===== src/common/oid_regs.svh =====
// Purpose: Named constants for the operand instruction decoder
// Assumes: Bit 15 of the instruction is the most significant bit
// Notes: Syllable and opcode code points are local choices
`ifndef OID_REGS_SVH
`define OID_REGS_SVH
`define OID_W_OPBIT 15
`define OID_RN_HI 14
`define OID_RN_LO 12
`define OID_OP_HI 11
`define OID_OP_LO 7
`define OID_AS_HI 6
`define OID_AS_LO 0
`define OID_RN_ZERO 3'h0
`define OID_OPC_ZERO 4'h0
`define OID_TOP8_ZERO 8'h00
`define OID_LEN_ONE 3'h1
`define OID_LEN_TWO 3'h2
`define OID_LEN_IOMIN 3'h3
`define OID_LEN_IOMAX 3'h6
`define OID_STEP_ONE 16'h0001
`define OID_STEP_TWO 16'h0002
`define OID_TRAP_NONE 6'h00
`define OID_TRAP_MCALL 6'h01
`define OID_TRAP_SCI 6'h03
`define OID_FN_MCALL 8'h01
`define OID_OP_CLEAR 5'h01
`define OID_OP_ADD 5'h02
`define OID_OP_ADDR_REG 5'h10
`define OID_OP_DBLWORD 5'h18
`define OID_OP_SCI_HI 2'h3
`define OID_OP_IO_LOAD_OP 5'h02
`define OID_IO_PREFIX 4'h8
`define OID_IO_SEL 3'h0
`define OID_SHF_ROTL 3'h1
`define OID_DBL_BIT 7
`define OID_WRAP16 16'hffff
`endif


===== src/common/oid_pkg.sv =====
// Purpose: Types for the operand instruction decoder
// Assumes: Used with oid_regs.svh constants
// Notes: Nothing is imported; users write oid_pkg::name
package oid_pkg;
  typedef enum logic [3:0] {
    CL_SINGLE = 4'h0,
    CL_DOUBLE = 4'h1,
    CL_BRREG = 4'h2,
    CL_BRIND = 4'h3,
    CL_SVI = 4'h4,
    CL_SHIFT = 4'h5,
    CL_GENERIC = 4'h6,
    CL_IO = 4'h7,
    CL_SCI = 4'h8
  } oid_class_e;
  typedef enum logic [3:0] {
    AM_REG = 4'h0,
    AM_IMM = 4'h1,
    AM_ABS = 4'h2,
    AM_BASE = 4'h3,
    AM_PUSH = 4'h4,
    AM_POP = 4'h5,
    AM_AIX_DEC = 4'h6,
    AM_AIX_INC = 4'h7,
    AM_REL_P = 4'h8,
    AM_REL_B = 4'h9,
    AM_REL_IV = 4'ha,
    AM_NONE = 4'hb
  } oid_mode_e;
  typedef enum logic [1:0] {
    ST_IDLE = 2'h0,
    ST_EXT = 2'h1
  } oid_state_e;
  typedef struct packed {
    oid_class_e cls;
    oid_mode_e mode;
    logic [4:0] opcode;
    logic [2:0] regNum;
    logic regIsAddr;
    logic indirect;
    logic indexed;
    logic [1:0] indexReg;
    logic [2:0] baseReg;
    logic [2:0] length;
  } oid_dec_s;
  typedef struct packed {
    logic [15:0] effAddr;
    logic [15:0] operand;
    logic [15:0] newBase;
    logic [15:0] newIndex;
    logic writeBase;
    logic writeIndex;
    logic [15:0] nextPc;
    logic [5:0] trapVector;
    logic branchTaken;
    logic clearTarget;
    logic addToReg;
    logic rotatePair;
  } oid_res_s;
endpackage


===== src/verilog/operand_instruction_decode.sv =====
// Purpose: Decode operand instructions and form effective addresses
// Assumes: Register values are supplied by the datapath each cycle
// Notes: Syllable 7 bits: [6:4] kind, [3] indirect, [2:0] register
`include "oid_regs.svh"
module operand_instruction_decode (
  input wire logic core_clk,
  input wire logic nrst,
  input wire logic clkEn,
  input wire logic instValid,
  input wire logic [15:0] instWord,
  input wire logic extValid,
  input wire logic [15:0] extWord,
  input wire logic [15:0] pcIn,
  input wire logic [15:0] baseVal,
  input wire logic [15:0] indexVal,
  input wire logic [15:0] levelVectorBase,
  input wire logic regCondTrue,
  input wire logic indicatorTrue,
  output oid_pkg::oid_dec_s decOut,
  output oid_pkg::oid_res_s resOut,
  output logic resValid,
  output logic needExt
);
  // ----------------------------------------
  // Reset synchroniser
  // ----------------------------------------
  logic rstMeta;
  logic rstSync;
  always_ff @(posedge core_clk or negedge nrst) begin
    if (!nrst) begin
      rstMeta <= 1'b0;
      rstSync <= 1'b0;
    end else begin
      rstMeta <= 1'b1;
      rstSync <= rstMeta;
    end
  end

  // ----------------------------------------
  // Field decode
  // ----------------------------------------
  function automatic oid_pkg::oid_mode_e syllMode(input logic [6:0] s);
    begin
      unique case (s[6:4])
        3'h0: syllMode = (s[2:0] == 3'h0) ? oid_pkg::AM_IMM
                                          : oid_pkg::AM_REG;
        3'h1: syllMode = (s[2:0] == 3'h0) ? oid_pkg::AM_ABS
                                          : oid_pkg::AM_BASE;
        3'h2: syllMode = oid_pkg::AM_PUSH;
        3'h3: syllMode = oid_pkg::AM_POP;
        3'h4: syllMode = oid_pkg::AM_AIX_DEC;
        3'h5: syllMode = oid_pkg::AM_AIX_INC;
        3'h6: syllMode = (s[2:0] == 3'h0) ? oid_pkg::AM_REL_P
                                          : oid_pkg::AM_REL_B;
        3'h7: syllMode = oid_pkg::AM_REL_IV;
      endcase
    end
  endfunction

  function automatic logic [2:0] modeLen(input oid_pkg::oid_mode_e m);
    begin
      unique case (m)
        oid_pkg::AM_IMM, oid_pkg::AM_ABS, oid_pkg::AM_REL_P,
        oid_pkg::AM_REL_B, oid_pkg::AM_REL_IV:
          modeLen = `OID_LEN_TWO;
        default: modeLen = `OID_LEN_ONE;
      endcase
    end
  endfunction

  logic [2:0] rn;
  logic [4:0] opc;
  logic [6:0] syl;
  oid_pkg::oid_mode_e mode;
  oid_pkg::oid_dec_s next_dec;
  assign rn = instWord[`OID_RN_HI:`OID_RN_LO];
  assign opc = instWord[`OID_OP_HI:`OID_OP_LO];
  assign syl = instWord[`OID_AS_HI:`OID_AS_LO];
  assign mode = syllMode(syl);

  always_comb begin
    next_dec = '0;
    next_dec.opcode = opc;
    next_dec.regNum = rn;
    next_dec.mode = oid_pkg::AM_NONE;
    next_dec.length = `OID_LEN_ONE;
    next_dec.baseReg = syl[2:0];
    next_dec.indexReg = syl[1:0];
    if (instWord[`OID_W_OPBIT]) begin
      next_dec.regIsAddr = rn != `OID_RN_ZERO &&
                           opc >= `OID_OP_ADDR_REG;
      if (rn == `OID_IO_SEL && opc == `OID_OP_IO_LOAD_OP) begin
        next_dec.cls = oid_pkg::CL_IO;
      end else if (opc[4:3] == `OID_OP_SCI_HI) begin
        next_dec.cls = oid_pkg::CL_SCI;
      end else if (rn == `OID_RN_ZERO) begin
        next_dec.cls = oid_pkg::CL_SINGLE;
      end else begin
        next_dec.cls = oid_pkg::CL_DOUBLE;
      end
      next_dec.mode = mode;
      next_dec.indirect = syl[3] && mode != oid_pkg::AM_REL_IV;
      next_dec.indexed = mode == oid_pkg::AM_AIX_DEC ||
                         mode == oid_pkg::AM_AIX_INC;
      next_dec.length = (next_dec.cls == oid_pkg::CL_IO) ?
          modeLen(mode) + `OID_LEN_TWO : modeLen(mode);
      if (next_dec.cls == oid_pkg::CL_SCI)
        next_dec.length = modeLen(mode);
    end else if (instWord[15:8] == `OID_TOP8_ZERO) begin
      next_dec.cls = oid_pkg::CL_GENERIC;
    end else if (instWord[11:8] == `OID_OPC_ZERO) begin
      next_dec.cls = oid_pkg::CL_SHIFT;
    end else if (instWord[7]) begin
      next_dec.cls = oid_pkg::CL_SVI;
    end else if (rn == `OID_RN_ZERO) begin
      next_dec.cls = oid_pkg::CL_BRIND;
      next_dec.length = (instWord[6:0] == 7'h00) ? `OID_LEN_TWO
                                                 : `OID_LEN_ONE;
    end else begin
      next_dec.cls = oid_pkg::CL_BRREG;
      next_dec.length = (instWord[6:0] == 7'h00) ? `OID_LEN_TWO
                                                 : `OID_LEN_ONE;
    end
  end

  // ----------------------------------------
  // Sequencing
  // ----------------------------------------
  oid_pkg::oid_state_e state;
  logic [15:0] inst;
  logic [2:0] extLeft;
  logic [15:0] ext1;
  always_ff @(posedge core_clk or negedge rstSync) begin
    if (!rstSync) begin
      state <= oid_pkg::ST_IDLE;
      decOut <= '0;
      inst <= 16'h0000;
      extLeft <= 3'h0;
      ext1 <= 16'h0000;
      needExt <= 1'b0;
    end else if (clkEn) begin
      unique case (state)
        oid_pkg::ST_IDLE: begin
          if (instValid) begin
            decOut <= next_dec;
            inst <= instWord;
            if (next_dec.length > `OID_LEN_ONE) begin
              state <= oid_pkg::ST_EXT;
              extLeft <= next_dec.length - `OID_LEN_ONE;
              needExt <= 1'b1;
            end
          end
        end
        oid_pkg::ST_EXT: begin
          if (extValid) begin
            if (extLeft == decOut.length - `OID_LEN_ONE)
              ext1 <= extWord;
            extLeft <= extLeft - 3'h1;
            if (extLeft == 3'h1) begin
              state <= oid_pkg::ST_IDLE;
              needExt <= 1'b0;
            end
          end
        end
      endcase
    end
  end

  logic finish;
  logic [15:0] firstExt;
  assign finish = (state == oid_pkg::ST_IDLE && instValid &&
                   next_dec.length == `OID_LEN_ONE) ||
                  (state == oid_pkg::ST_EXT && extValid &&
                   extLeft == 3'h1);
  assign firstExt = (state == oid_pkg::ST_EXT &&
                     extLeft == decOut.length - `OID_LEN_ONE) ?
                    extWord : ext1;

  // ----------------------------------------
  // Effective address and results
  // ----------------------------------------
  oid_pkg::oid_dec_s d;
  logic [15:0] w;
  logic [15:0] step;
  oid_pkg::oid_res_s next_res;
  assign d = (state == oid_pkg::ST_IDLE) ? next_dec : decOut;
  assign w = (state == oid_pkg::ST_IDLE) ? instWord : inst;
  assign step = (d.opcode == `OID_OP_DBLWORD) ? `OID_STEP_TWO
                                              : `OID_STEP_ONE;

  always_comb begin
    next_res = '0;
    next_res.nextPc = pcIn + {13'h0000, d.length};
    unique case (d.mode)
      oid_pkg::AM_IMM: next_res.operand = firstExt;
      oid_pkg::AM_ABS: next_res.effAddr = firstExt;
      oid_pkg::AM_BASE: next_res.effAddr = baseVal;
      oid_pkg::AM_PUSH: begin
        next_res.effAddr = baseVal - step;
        next_res.newBase = baseVal - step;
        next_res.writeBase = 1'b1;
      end
      oid_pkg::AM_POP: begin
        next_res.effAddr = baseVal;
        next_res.newBase = baseVal + step;
        next_res.writeBase = 1'b1;
      end
      oid_pkg::AM_AIX_DEC: begin
        next_res.newIndex = indexVal - `OID_STEP_ONE;
        next_res.effAddr = baseVal + next_res.newIndex;
        next_res.writeIndex = 1'b1;
      end
      oid_pkg::AM_AIX_INC: begin
        next_res.effAddr = baseVal + indexVal;
        next_res.newIndex = indexVal + `OID_STEP_ONE;
        next_res.writeIndex = 1'b1;
      end
      oid_pkg::AM_REL_P: next_res.effAddr = pcIn + firstExt;
      oid_pkg::AM_REL_B: next_res.effAddr = baseVal + firstExt;
      oid_pkg::AM_REL_IV:
        next_res.effAddr = levelVectorBase + firstExt;
      default: next_res.effAddr = 16'h0000;
    endcase
    unique case (d.cls)
      oid_pkg::CL_SINGLE:
        next_res.clearTarget = d.opcode == `OID_OP_CLEAR;
      oid_pkg::CL_DOUBLE:
        next_res.addToReg = d.opcode == `OID_OP_ADD;
      oid_pkg::CL_BRREG: begin
        next_res.branchTaken = regCondTrue;
        next_res.effAddr = (d.length == `OID_LEN_TWO) ?
            pcIn + firstExt : pcIn + {{9{w[6]}}, w[6:0]};
      end
      oid_pkg::CL_BRIND: begin
        next_res.branchTaken = indicatorTrue;
        next_res.effAddr = (d.length == `OID_LEN_TWO) ?
            pcIn + firstExt : pcIn + {{9{w[6]}}, w[6:0]};
      end
      oid_pkg::CL_SVI:
        next_res.operand = {{8{w[7]}}, w[7:0]};
      oid_pkg::CL_SHIFT:
        next_res.rotatePair = w[6:4] == `OID_SHF_ROTL &&
                              w[`OID_DBL_BIT] &&
                              d.regNum[0];
      oid_pkg::CL_GENERIC:
        if (w[7:0] == `OID_FN_MCALL)
          next_res.trapVector = `OID_TRAP_MCALL;
      oid_pkg::CL_SCI: next_res.trapVector = `OID_TRAP_SCI;
      default: next_res.trapVector = `OID_TRAP_NONE;
    endcase
  end

  always_ff @(posedge core_clk or negedge rstSync) begin
    if (!rstSync) begin
      resOut <= '0;
      resValid <= 1'b0;
    end else if (clkEn) begin
      resValid <= finish;
      if (finish)
        resOut <= next_res;
    end
  end

  // ----------------------------------------
  // Checks
  // ----------------------------------------
  a_reg_len: assert property (@(posedge core_clk) disable iff (!rstSync)
    clkEn && instValid && state == oid_pkg::ST_IDLE &&
    next_dec.cls == oid_pkg::CL_DOUBLE && mode == oid_pkg::AM_REG
    |-> next_dec.length == `OID_LEN_ONE)
    else $error("register mode not one word");
  a_imm_pc: assert property (@(posedge core_clk) disable iff (!rstSync)
    finish && clkEn && d.mode == oid_pkg::AM_IMM &&
    d.cls != oid_pkg::CL_IO |=> resOut.nextPc == $past(pcIn) + `OID_STEP_TWO)
    else $error("immediate pc not plus two");
  a_push_dec: assert property (@(posedge core_clk) disable iff (!rstSync)
    finish && clkEn && d.mode == oid_pkg::AM_PUSH
    |=> resOut.newBase == $past(baseVal) - $past(step))
    else $error("push not predecremented");
  a_pop_inc: assert property (@(posedge core_clk) disable iff (!rstSync)
    finish && clkEn && d.mode == oid_pkg::AM_POP
    |=> resOut.effAddr == $past(baseVal))
    else $error("pop used adjusted base");
  a_iv_direct: assert property (@(posedge core_clk) disable iff (!rstSync)
    decOut.mode == oid_pkg::AM_REL_IV |-> !decOut.indirect)
    else $error("vector relative indirect");
  a_sci_trap: assert property (@(posedge core_clk) disable iff (!rstSync)
    resValid && resOut.trapVector == `OID_TRAP_SCI
    |-> decOut.cls == oid_pkg::CL_SCI)
    else $error("scientific trap mismatch");
  a_ext_done: assert property (@(posedge core_clk) disable iff (!rstSync)
    state == oid_pkg::ST_EXT && clkEn && extValid && extLeft == 3'h1
    |=> state == oid_pkg::ST_IDLE && resValid)
    else $error("extension sequence stuck");
  a_io_len: assert property (@(posedge core_clk) disable iff (!rstSync)
    decOut.cls == oid_pkg::CL_IO |-> decOut.length >= `OID_LEN_IOMIN &&
    decOut.length <= `OID_LEN_IOMAX)
    else $error("io length out of range");
  a_svi_len: assert property (
    @(posedge core_clk) disable iff (!rstSync)
    clkEn && instValid && state == oid_pkg::ST_IDLE &&
    next_dec.cls == oid_pkg::CL_SVI |-> next_dec.length == `OID_LEN_ONE)
    else $error("short value not one word");
  a_brind_reg: assert property (
    @(posedge core_clk) disable iff (!rstSync)
    resValid && decOut.cls == oid_pkg::CL_BRIND
    |-> decOut.regNum == `OID_RN_ZERO)
    else $error("indicator branch with register");
  a_rot_odd: assert property (
    @(posedge core_clk) disable iff (!rstSync)
    resValid && resOut.rotatePair |-> decOut.regNum[0])
    else $error("pair rotate on even register");
  c_io: cover property (@(posedge core_clk) disable iff (!rstSync)
    resValid && decOut.cls == oid_pkg::CL_IO);
  c_rotate: cover property (@(posedge core_clk) disable iff (!rstSync)
    resValid && resOut.rotatePair);
  c_push: cover property (@(posedge core_clk) disable iff (!rstSync)
    resValid && resOut.writeBase);
  c_branch: cover property (@(posedge core_clk) disable iff (!rstSync)
    resValid && resOut.branchTaken);
  c_ext: cover property (@(posedge core_clk) disable iff (!rstSync)
    state == oid_pkg::ST_EXT ##1 resValid);
endmodule

===== config.mk =====
export PLATFORM = sky130hd
export DESIGN_NAME = operand_instruction_decode
export DESIGN_NICKNAME = d
export VERILOG_FILES = /design/src/common/oid_pkg.sv /design/src/verilog/operand_instruction_decode.sv
export VERILOG_INCLUDE_DIRS = /design/src /design/src/common
export SDC_FILE = /design/constraint.sdc
export NUM_CORES = 1
export LEC_CHECK = 0
export ABC_AREA = 1
export BUFFER_PORTS_ARGS = -buffer_cell sky130_fd_sc_hd__buf_4
export CAP_MARGIN = 20
export CORE_MARGIN = 2
export CORE_UTILIZATION = 35
export CTS_CLUSTER_DIAMETER = 50
export DETAILED_ROUTE_END_ITERATION = 10
export PLACE_DENSITY_LB_ADDON = 0.2
export SYNTH_ARGS = -nofsm -noshare
export SYNTH_HDL_FRONTEND = slang
export SYNTH_SLANG_ARGS = --single-unit

===== constraint.sdc =====
create_clock -name core_clk -period 5.55 [get_ports core_clk]
set_input_delay 0.555 -clock core_clk [delete_from_list [all_inputs] [get_ports core_clk]]
set_output_delay 0.555 -clock core_clk [all_outputs]
set_load 0.1 [all_outputs]

-- Yosys cells after proc, flatten, opt, wreduce, memory -nomap -nowiden
Cells that the tools add are included.
- register bits after elaboration: 152
- bits of input ports: 103
- logic and storage cells: 185
- add/sub/neg operators: 15
- magnitude comparators: 2
- equal/unequal tests: 50
- multiplexer cells: 57
- reductions and logical operators: 31
- operators with widths (cell ; number):
    $pmux 16 s8 ; 1
    $add 16x16->16 ; 6
    $mux 16 ; 5
    $pmux 16 s2 ; 2
    $eq 4x3->1 const B ; 10
    $mux 3 ; 11
    $eq 4x4->1 const B ; 8
    $pmux 4 s8 ; 1
    $mux 27 ; 1
    $eq 4x2->1 const B ; 5
    $mux 2 ; 10
    $mux 4 ; 5
    $add 16x1->16 const B ; 1
    $add 16x2->16 ; 1
    $add 16x3->16 ; 1
    $sub 16x1->16 const B ; 1
    $sub 16x2->16 ; 1
    $mux 1 ; 15
    $eq 3x1->1 const B ; 4
    $eq 3x3->1 const B ; 4
    $eq 4x1->1 const B ; 3
    $eq 5x2->1 const B ; 2
    $logic_and 1x1->1 ; 10
    $eq 3x2->1 const B ; 3
    other kinds (29) ; 44

-- Depth between registers and ports, before layout
Gate-level depths: netlist of run 1.
- word-level depth: 17
- mapped depth: 29
- gate-level depth less buffers: 28

-- Worst setup path after synthesis of run 1
Ideal clock, no wire load.
- path kind: register to register
- start point: reg needExt (netlist name)
- end point: reg resOut[88] in the netlist's numbering
- data arrival time: 4.045 ns
- slack: 1.383 ns
- stages on the path, launching flop included: 27
- path buffers: 2
- clock period less this slack: 4.167 ns
- cells stage by stage: dfrtp_1 buf_6 nand2_1 a21oi_4 nand4_2 inv_2 buf_2 ha_1 ha_1 inv_1 fa_1 nor2_1 nand2_1 nand2_1 nand2_1 inv_1 nand2_1 nand2_1 a21boi_0 o21ai_0 nand2_1 nand2_1 nand2_1 nand3_1 nand3_1 o21ai_1 nand2_1
- RTL lines (element ; RTL line ; source):
    to (signal assigned) ; operand_instruction_decode.sv:260 ; resOut <= next_res;
    to (decl) ; operand_instruction_decode.sv:20 ; output oid_pkg::oid_res_s resOut,

==> results.ini, run 1 <==
[status]
status=finished clean

[worst_setup_path]
critPathBufInv=6
crit_path_max_incr_delay_ps=590
path_max_fanout=30
path_class=reg -> reg
cp_top_family=buffers and inverters
cpMostUsedCell=nand2_1
startpoint_type=register
slowest_stage=dfrtp_1
worst_setup_path_end_kind=register
worstPathArrival_ps=4940
cp.required_ps=5890

[route]
drtPass1Iterations=5
drtIter0Drc=932
wire_per_inst_um=19.12
routed_wl_mm=47.54
dr_total_vias=13040
via_per_inst=5.245
drc=0
drtAntennaViolNets=0

[logic_synthesis]
synthFlopType=dfrtp_1
synthXorXnorAreaFrac=0.04661
synth-simple-area-share=0.2994
synth_top_family_by_area=simple AND/OR/NAND/NOR gates
synthAdderAreaFrac=0.09402
syn_area_per_cell_um2=6.826
ys_seq_area_frac=0.2825
synth-edff-count=0
ys_seq_elements=140
yosysTopAreaCell=dfrtp_1
ys_top_cells_by_area=dfrtp_1 (28%), nand2_1 (14%), ha_1 (8.3%)
async_reset_ff_frac=1.000
synth_cells=1817
netlist-cell-type-count=61
yosys.area.top_type_share=0.2825
ys_warn_count=0
synth.area.mux_share=0.001715
synth_area_mm2=0.01240
synth_compound_area_frac=0.1868

[final_layout]
areaGrowthSynthToFinish_pct=21.54
nFillCells=3681
diodes=0
drive_gt1_frac=0.1763
final_nets=2210

[clocking]
cts_tree=yes
clkTransAtPathRegs_ps=70
insertion_delay_ps=460
h-tree-depth=4
cts_num_sinks=140
cts-root-buf=clkbuf_16
numCtsBuffers=17
cts-resized-gates=0
cts_buffer_depth=2

[timing]
maxSlewViolCount=0
finalSetupViolCount=0
finalCriticalPeriod_ps=4598
worstMarginPinSlew_ps=1062
grt_setup_unrepaired=no
slew-limit-headroom=0.2918
fin_tns_setup_ps=0
max_freq_mhz=217.5
setup_slack_ps=952.1
period_share=0.8285
finClkSkew_ps=12.00
hold_viol=0

[floorplanning]
die_area_mm2=0.03696
io_pins=224
core_area_mm2=0.03471
fp.dieW_um=192.3
rows=68
start_util=0.3573
die_height_um=192.3

[global_route]
grt_pass1_vias=12530
grt_pass1_wl_mm=71.86
gr-usage-all-layers=0.2590
grt_overflow=0
antenna_found_initial=0
grt_max_degree=90

[flow_run]
drv_cap=0

[place]
io_buffers=219
pre_cts_slack_ps=919.5
dpl.hpwl_mm=37.68
gp_congestion=0.9561

[min_path]
hold_class=in -> reg

repair_timing:
| action | CTS | global route |
|---|---|---|
| buffers inserted | 0 | 0 |
| endpoints found under the hold margin | 2 | 0 |
| hold buffers | 1 | 0 |
layout make-up:
class | instances | area, um2 | area share
Timing Repair Buffer | 242 | 1819 | 0.1207
Tap cell | 455 | 569.3 | 0.03777
Inverter | 200 | 750.7 | 0.04980
Sequential cell | 140 | 3507 | 0.2327
Clock buffer | 19 | 432.9 | 0.02872
Clock inverter | 13 | 180.2 | 0.01195
Multi-Input combinational cell | 1417 | 7815 | 0.5184
cell families after synthesis:
logic type,Yosys count
fa+ha+maj,89
xor+xnor,66
flops,140
buf+inv,263
compound gates,406
other cells,2
simple gates,849
mux,2
per-stage QoR:
step | utilization | hold WS (ps) | cells | cell area (um2)
5_1_grt | 0.4343 | 326.9 | 2486 | 15070
2_1_floorplan | - | 259.4 | 1820 | 12410
3_3_place_gp | 0.4163 | 338.5 | 2453 | 14450
6_report | 0.4343 | 321.2 | 2486 | 15070
3_5_place_dp | 0.4163 | 337.1 | 2453 | 14450
4_1_cts | 0.4343 | 299.4 | 2486 | 15070
synth_stat cells, types with 5 or more instances:
library cell / instances
nand2_1: 451
inv_1: 181
nor2_1: 170
o21ai_0: 168
dfrtp_1: 140
nand3_1: 114
a21oi_1: 109
ha_1: 82
xor2_1: 48
a31oi_1: 31
clkbuf_1: 24
nand4_1: 22
nor3_1: 22
o21ai_1: 21
inv_2: 19
buf_2: 18
xnor2_1: 18
o211ai_1: 14
buf_4: 13
or2_2: 13
nand3_2: 10
nand2_2: 9
a22oi_1: 8
fa_1: 7
nand3b_1: 7
nor2_2: 7
nor2_4: 7
o21ai_2: 7
a21o_1: 6
o21bai_1: 6
o22ai_1: 6
a21boi_0: 5
buf_6: 5
nor4_1: 5
layer usage:
| layer | vias to the layer above | GRT usage | part of all wire |
|---|---|---|---|
| met4 | 0 | 0.08984 | 0.027 |
| met5 | - | 0 | 0 |
| li1 | 6438 | - | - |
| met2 | 441 | 0.4225 | 0.46 |
| met1 | 6097 | 0.3468 | 0.45 |
| met3 | 64 | 0.04237 | 0.064 |
final timing paths:
check / from / end / slack [ps] / depth (start not counted)
hold / removal: instWord[0] / decOut[6]$_DFFE_PN0P_ / 320 / 3
max in group asynchronous: rstSync$_DFF_PN0_ / resOut[83]$_DFFE_PN0P_ / 4030 / 1
hold reg to reg: rstMeta$_DFF_PN0_ / rstSync$_DFF_PN0_ / 360 / 0
setup reg to reg: needExt$_DFFE_PN0P_ / resOut[88]$_DFFE_PN0P_ / 950 / 26
setup / recovery: needExt$_DFFE_PN0P_ / resOut[88]$_DFFE_PN0P_ / 950 / 26
min in group asynchronous: rstSync$_DFF_PN0_ / ext1[10]$_DFFE_PN0P_ / 380 / 0
sequential cells by signal, summed over array words and instances (netlist names):
register and flops:
extLeft 3, rstSync 1, decOut 24, resOut 88, inst 5, resValid 1, rstMeta 1, ext1 16
needExt 1
worst reg2reg max path, stage by stage, from the launching register on:
cell and delay (ps):
dfrtp_1 590, buf_4 290, buf_4 260, nand2_1 150
nand4_2 110, buf_4 300, inv_2 250, ha_1 350
ha_1 160, inv_1 60, fa_1 390, nor2_1 130
nand2_1 60, nand2_1 70, nand2_1 50, inv_1 70
nand2_1 50, nand2_1 120, a21boi_0 140, o21ai_0 290
nand2_1 120, nand2_1 70, nand2_1 50, nand3_1 70
nand3_1 100, o21ai_1 130, nand2_1 50
cell usage in the layout (no fill, tap or decap), types with 9 or more instances in the layout:
cell type / instances
a21oi_1: 109
a31oi_1: 31
buf_4: 241
clkbuf_16: 17
dfrtp_1: 139
ha_1: 82
inv_1: 181
inv_2: 19
nand2_1: 451
nand2_2: 9
nand3_1: 114
nand3_2: 10
nand4_1: 22
nor2_1: 170
nor3_1: 22
o211ai_1: 14
o21ai_0: 167
o21ai_1: 22
or2_2: 13
xnor2_1: 18
xor2_1: 48
Power of run 1 is not shown: default switching activity piles up to over one toggle a cycle in this logic, so the estimate is an artifact.
==> run 2: changes to the inputs <==
==> constraint.sdc (replaced) <==
create_clock -name core_clk -period 4.8 [get_ports core_clk]
set_input_delay 0.48 -clock core_clk [delete_from_list [all_inputs] [get_ports core_clk]]
set_output_delay 0.48 -clock core_clk [all_outputs]
set_load 0.1 [all_outputs]
==> run 2 against run 1 <==
Effect of this change: die area unchanged; critical path type unchanged; clock skew up 8.7 ps; core utilization increased by 0.16 points; global-route usage rose by 0.15 points; via count grew 1.5%; highest routed layer unchanged; flip-flop and latch count unchanged; largest cell class unchanged.
==> results.ini, run 2 (synthesis results as in run 1) <==
[status]
status=finished clean

[worst_setup_path]
crit_path_max_incr_delay_ps=650
worst_setup_path_end_kind=register
critPathBufInv=2
path_class=reg -> reg
startpoint_type=register
worstPathArrival_ps=4780
cpMostUsedCell=nand2_1
path_cells=inv_1 > ha_1 > nand2_1 > nand2_1 > a211oi_2 > nand2_1 > buf_4 > o21ai_1 > ha_1 > a21oi_1 > o21ai_0 > nand3b_1 > a21oi_1 > xnor2_1 > a21oi_1 > nand4_1 > nand2_1 > nand3_1
slowest_stage=o21ai_1
path_max_fanout=31
cp_top_family=compound AO/OA/AOI/OAI gates
cp.required_ps=5140

[clocking]
clkTransAtPathRegs_ps=80
cts_buffer_depth=2
numCtsBuffers=17
cts-root-buf=clkbuf_16
h-tree-depth=4
cts_num_sinks=140
cts_tree=yes
insertion_delay_ps=450
post_cts_buffers=0

[route]
drtPass1Iterations=5
drc=0
via_per_inst=5.305
drtIter0Drc=970
routed_wl_mm=48.00
wire_per_inst_um=19.25
drtAntennaViolNets=0
dr_total_vias=13230

[timing]
slew-limit-headroom=0.3129
grt_setup_unrepaired=no
max_freq_mhz=225.1
finalCriticalPeriod_ps=4443
fin_tns_setup_ps=0
finClkSkew_ps=20.70
finalSetupViolCount=0
worstMarginPinSlew_ps=1028
maxSlewViolCount=0
period_share=0.9256
hold_viol=0

[global_route]
grt_pass1_wl_mm=72.68
grt_use_met3=0.04164
gr-max-usage-layer=met2
grt_overflow=0
grt_pass1_vias=12580
grt_max_degree=93
grt_use_met2=0.4254
antenna_found_initial=0
grt_util_met1=0.3532
gr-usage-all-layers=0.2605

[min_path]
hold_class=in -> reg

[final_layout]
diodes=0
layout_commonest_cell=nand2_1
areaGrowthSynthToFinish_pct=21.99
largest_register_ffs=88
top_regs=resOut: 88 flops, decOut: 24 flops, ext1: 16 flops
final_nets=2218
layout_common_cells=nand2_1 (451), buf_4 (248), inv_1 (181)
drive_gt1_frac=0.1800
top_register=resOut
fin_area_mm2=0.01513

[flow_run]
drv_cap=0

[floorplanning]
core_area_mm2=0.03471
fp.dieW_um=192.3
start_util=0.3573
die_area_mm2=0.03696
rows=68
die_height_um=192.3
io_pins=224

[place]
post_dp_cell_area_mm2=0.01452
gp_congestion=0.9308
io_buffers=219
dpl.hpwl_mm=38.16

## run 2: changes by cell type in the layout (fill, tap and decap cells not counted), sizes merged
| cell | before | now |
|---|---|---|
| buf | 241 | 249 |
| bufinv | 3 | 2 |
| clkinv | 2 | 4 |
| clkinvlp | 2 | 0 |
| inv | 206 | 207 |
## run 2: worst paths after layout
path,start,end,slack [ps],cells after the start
min in group asynchronous,nrst,rstSync$_DFF_PN0_,350,2
min,instWord[0],decOut[6]$_DFFE_PN0P_,250,3
max reg2reg,decOut[0]$_DFFE_PN0P_,resOut[87]$_DFFE_PN0P_,360,18
max in group asynchronous,rstSync$_DFF_PN0_,resOut[19]$_DFFE_PN0P_,3410,1
min reg2reg,rstMeta$_DFF_PN0_,rstSync$_DFF_PN0_,350,0
max,decOut[0]$_DFFE_PN0P_,resOut[87]$_DFFE_PN0P_,360,18
## run 2: per-stage QoR
stage	util	setup WS (ps)	hold WS [ps]	std cells
after floorplan	-	610.5	184.4	1820
after global placement	0.4184	498.2	267.1	2461
after detailed placement	0.4184	410.1	268.4	2461
after CTS	0.4359	385.8	236.0	2494
after global routing	0.4359	90.64	251.0	2494
final	0.4359	357.2	249.3	2494
## run 2: area by class of cell
class | instances | area [um2]
flip-flops and latches | 140 | 3507
inverters | 200 | 750.7
clock buffers | 19 | 442.9
multi-input cells | 1417 | 7815
repair buffers | 250 | 1892
clock inverters | 13 | 153.9
fillers | 3661 | 19580
well taps | 455 | 569.3
## run 2: what timing repair did
action                    CTS  global route
gates resized for setup     0             0
hold endpoints to repair    2             0
hold buffers                1             0
## run 2: layer usage
metal  up-vias  part of all wire  wire (um)
met5         -                 0          0
met4         0             0.023       1111
met3        59             0.059       2846
met2       420              0.46      22090
met1      6284              0.46      21950
li1       6468                 -          -
## run 2: worst min-delay path, delay by kind of cell
family        cells  cell delay (ps)
buf+inv           1               90
simple gates      2              100
Power of run 2 is left out for the same reason.
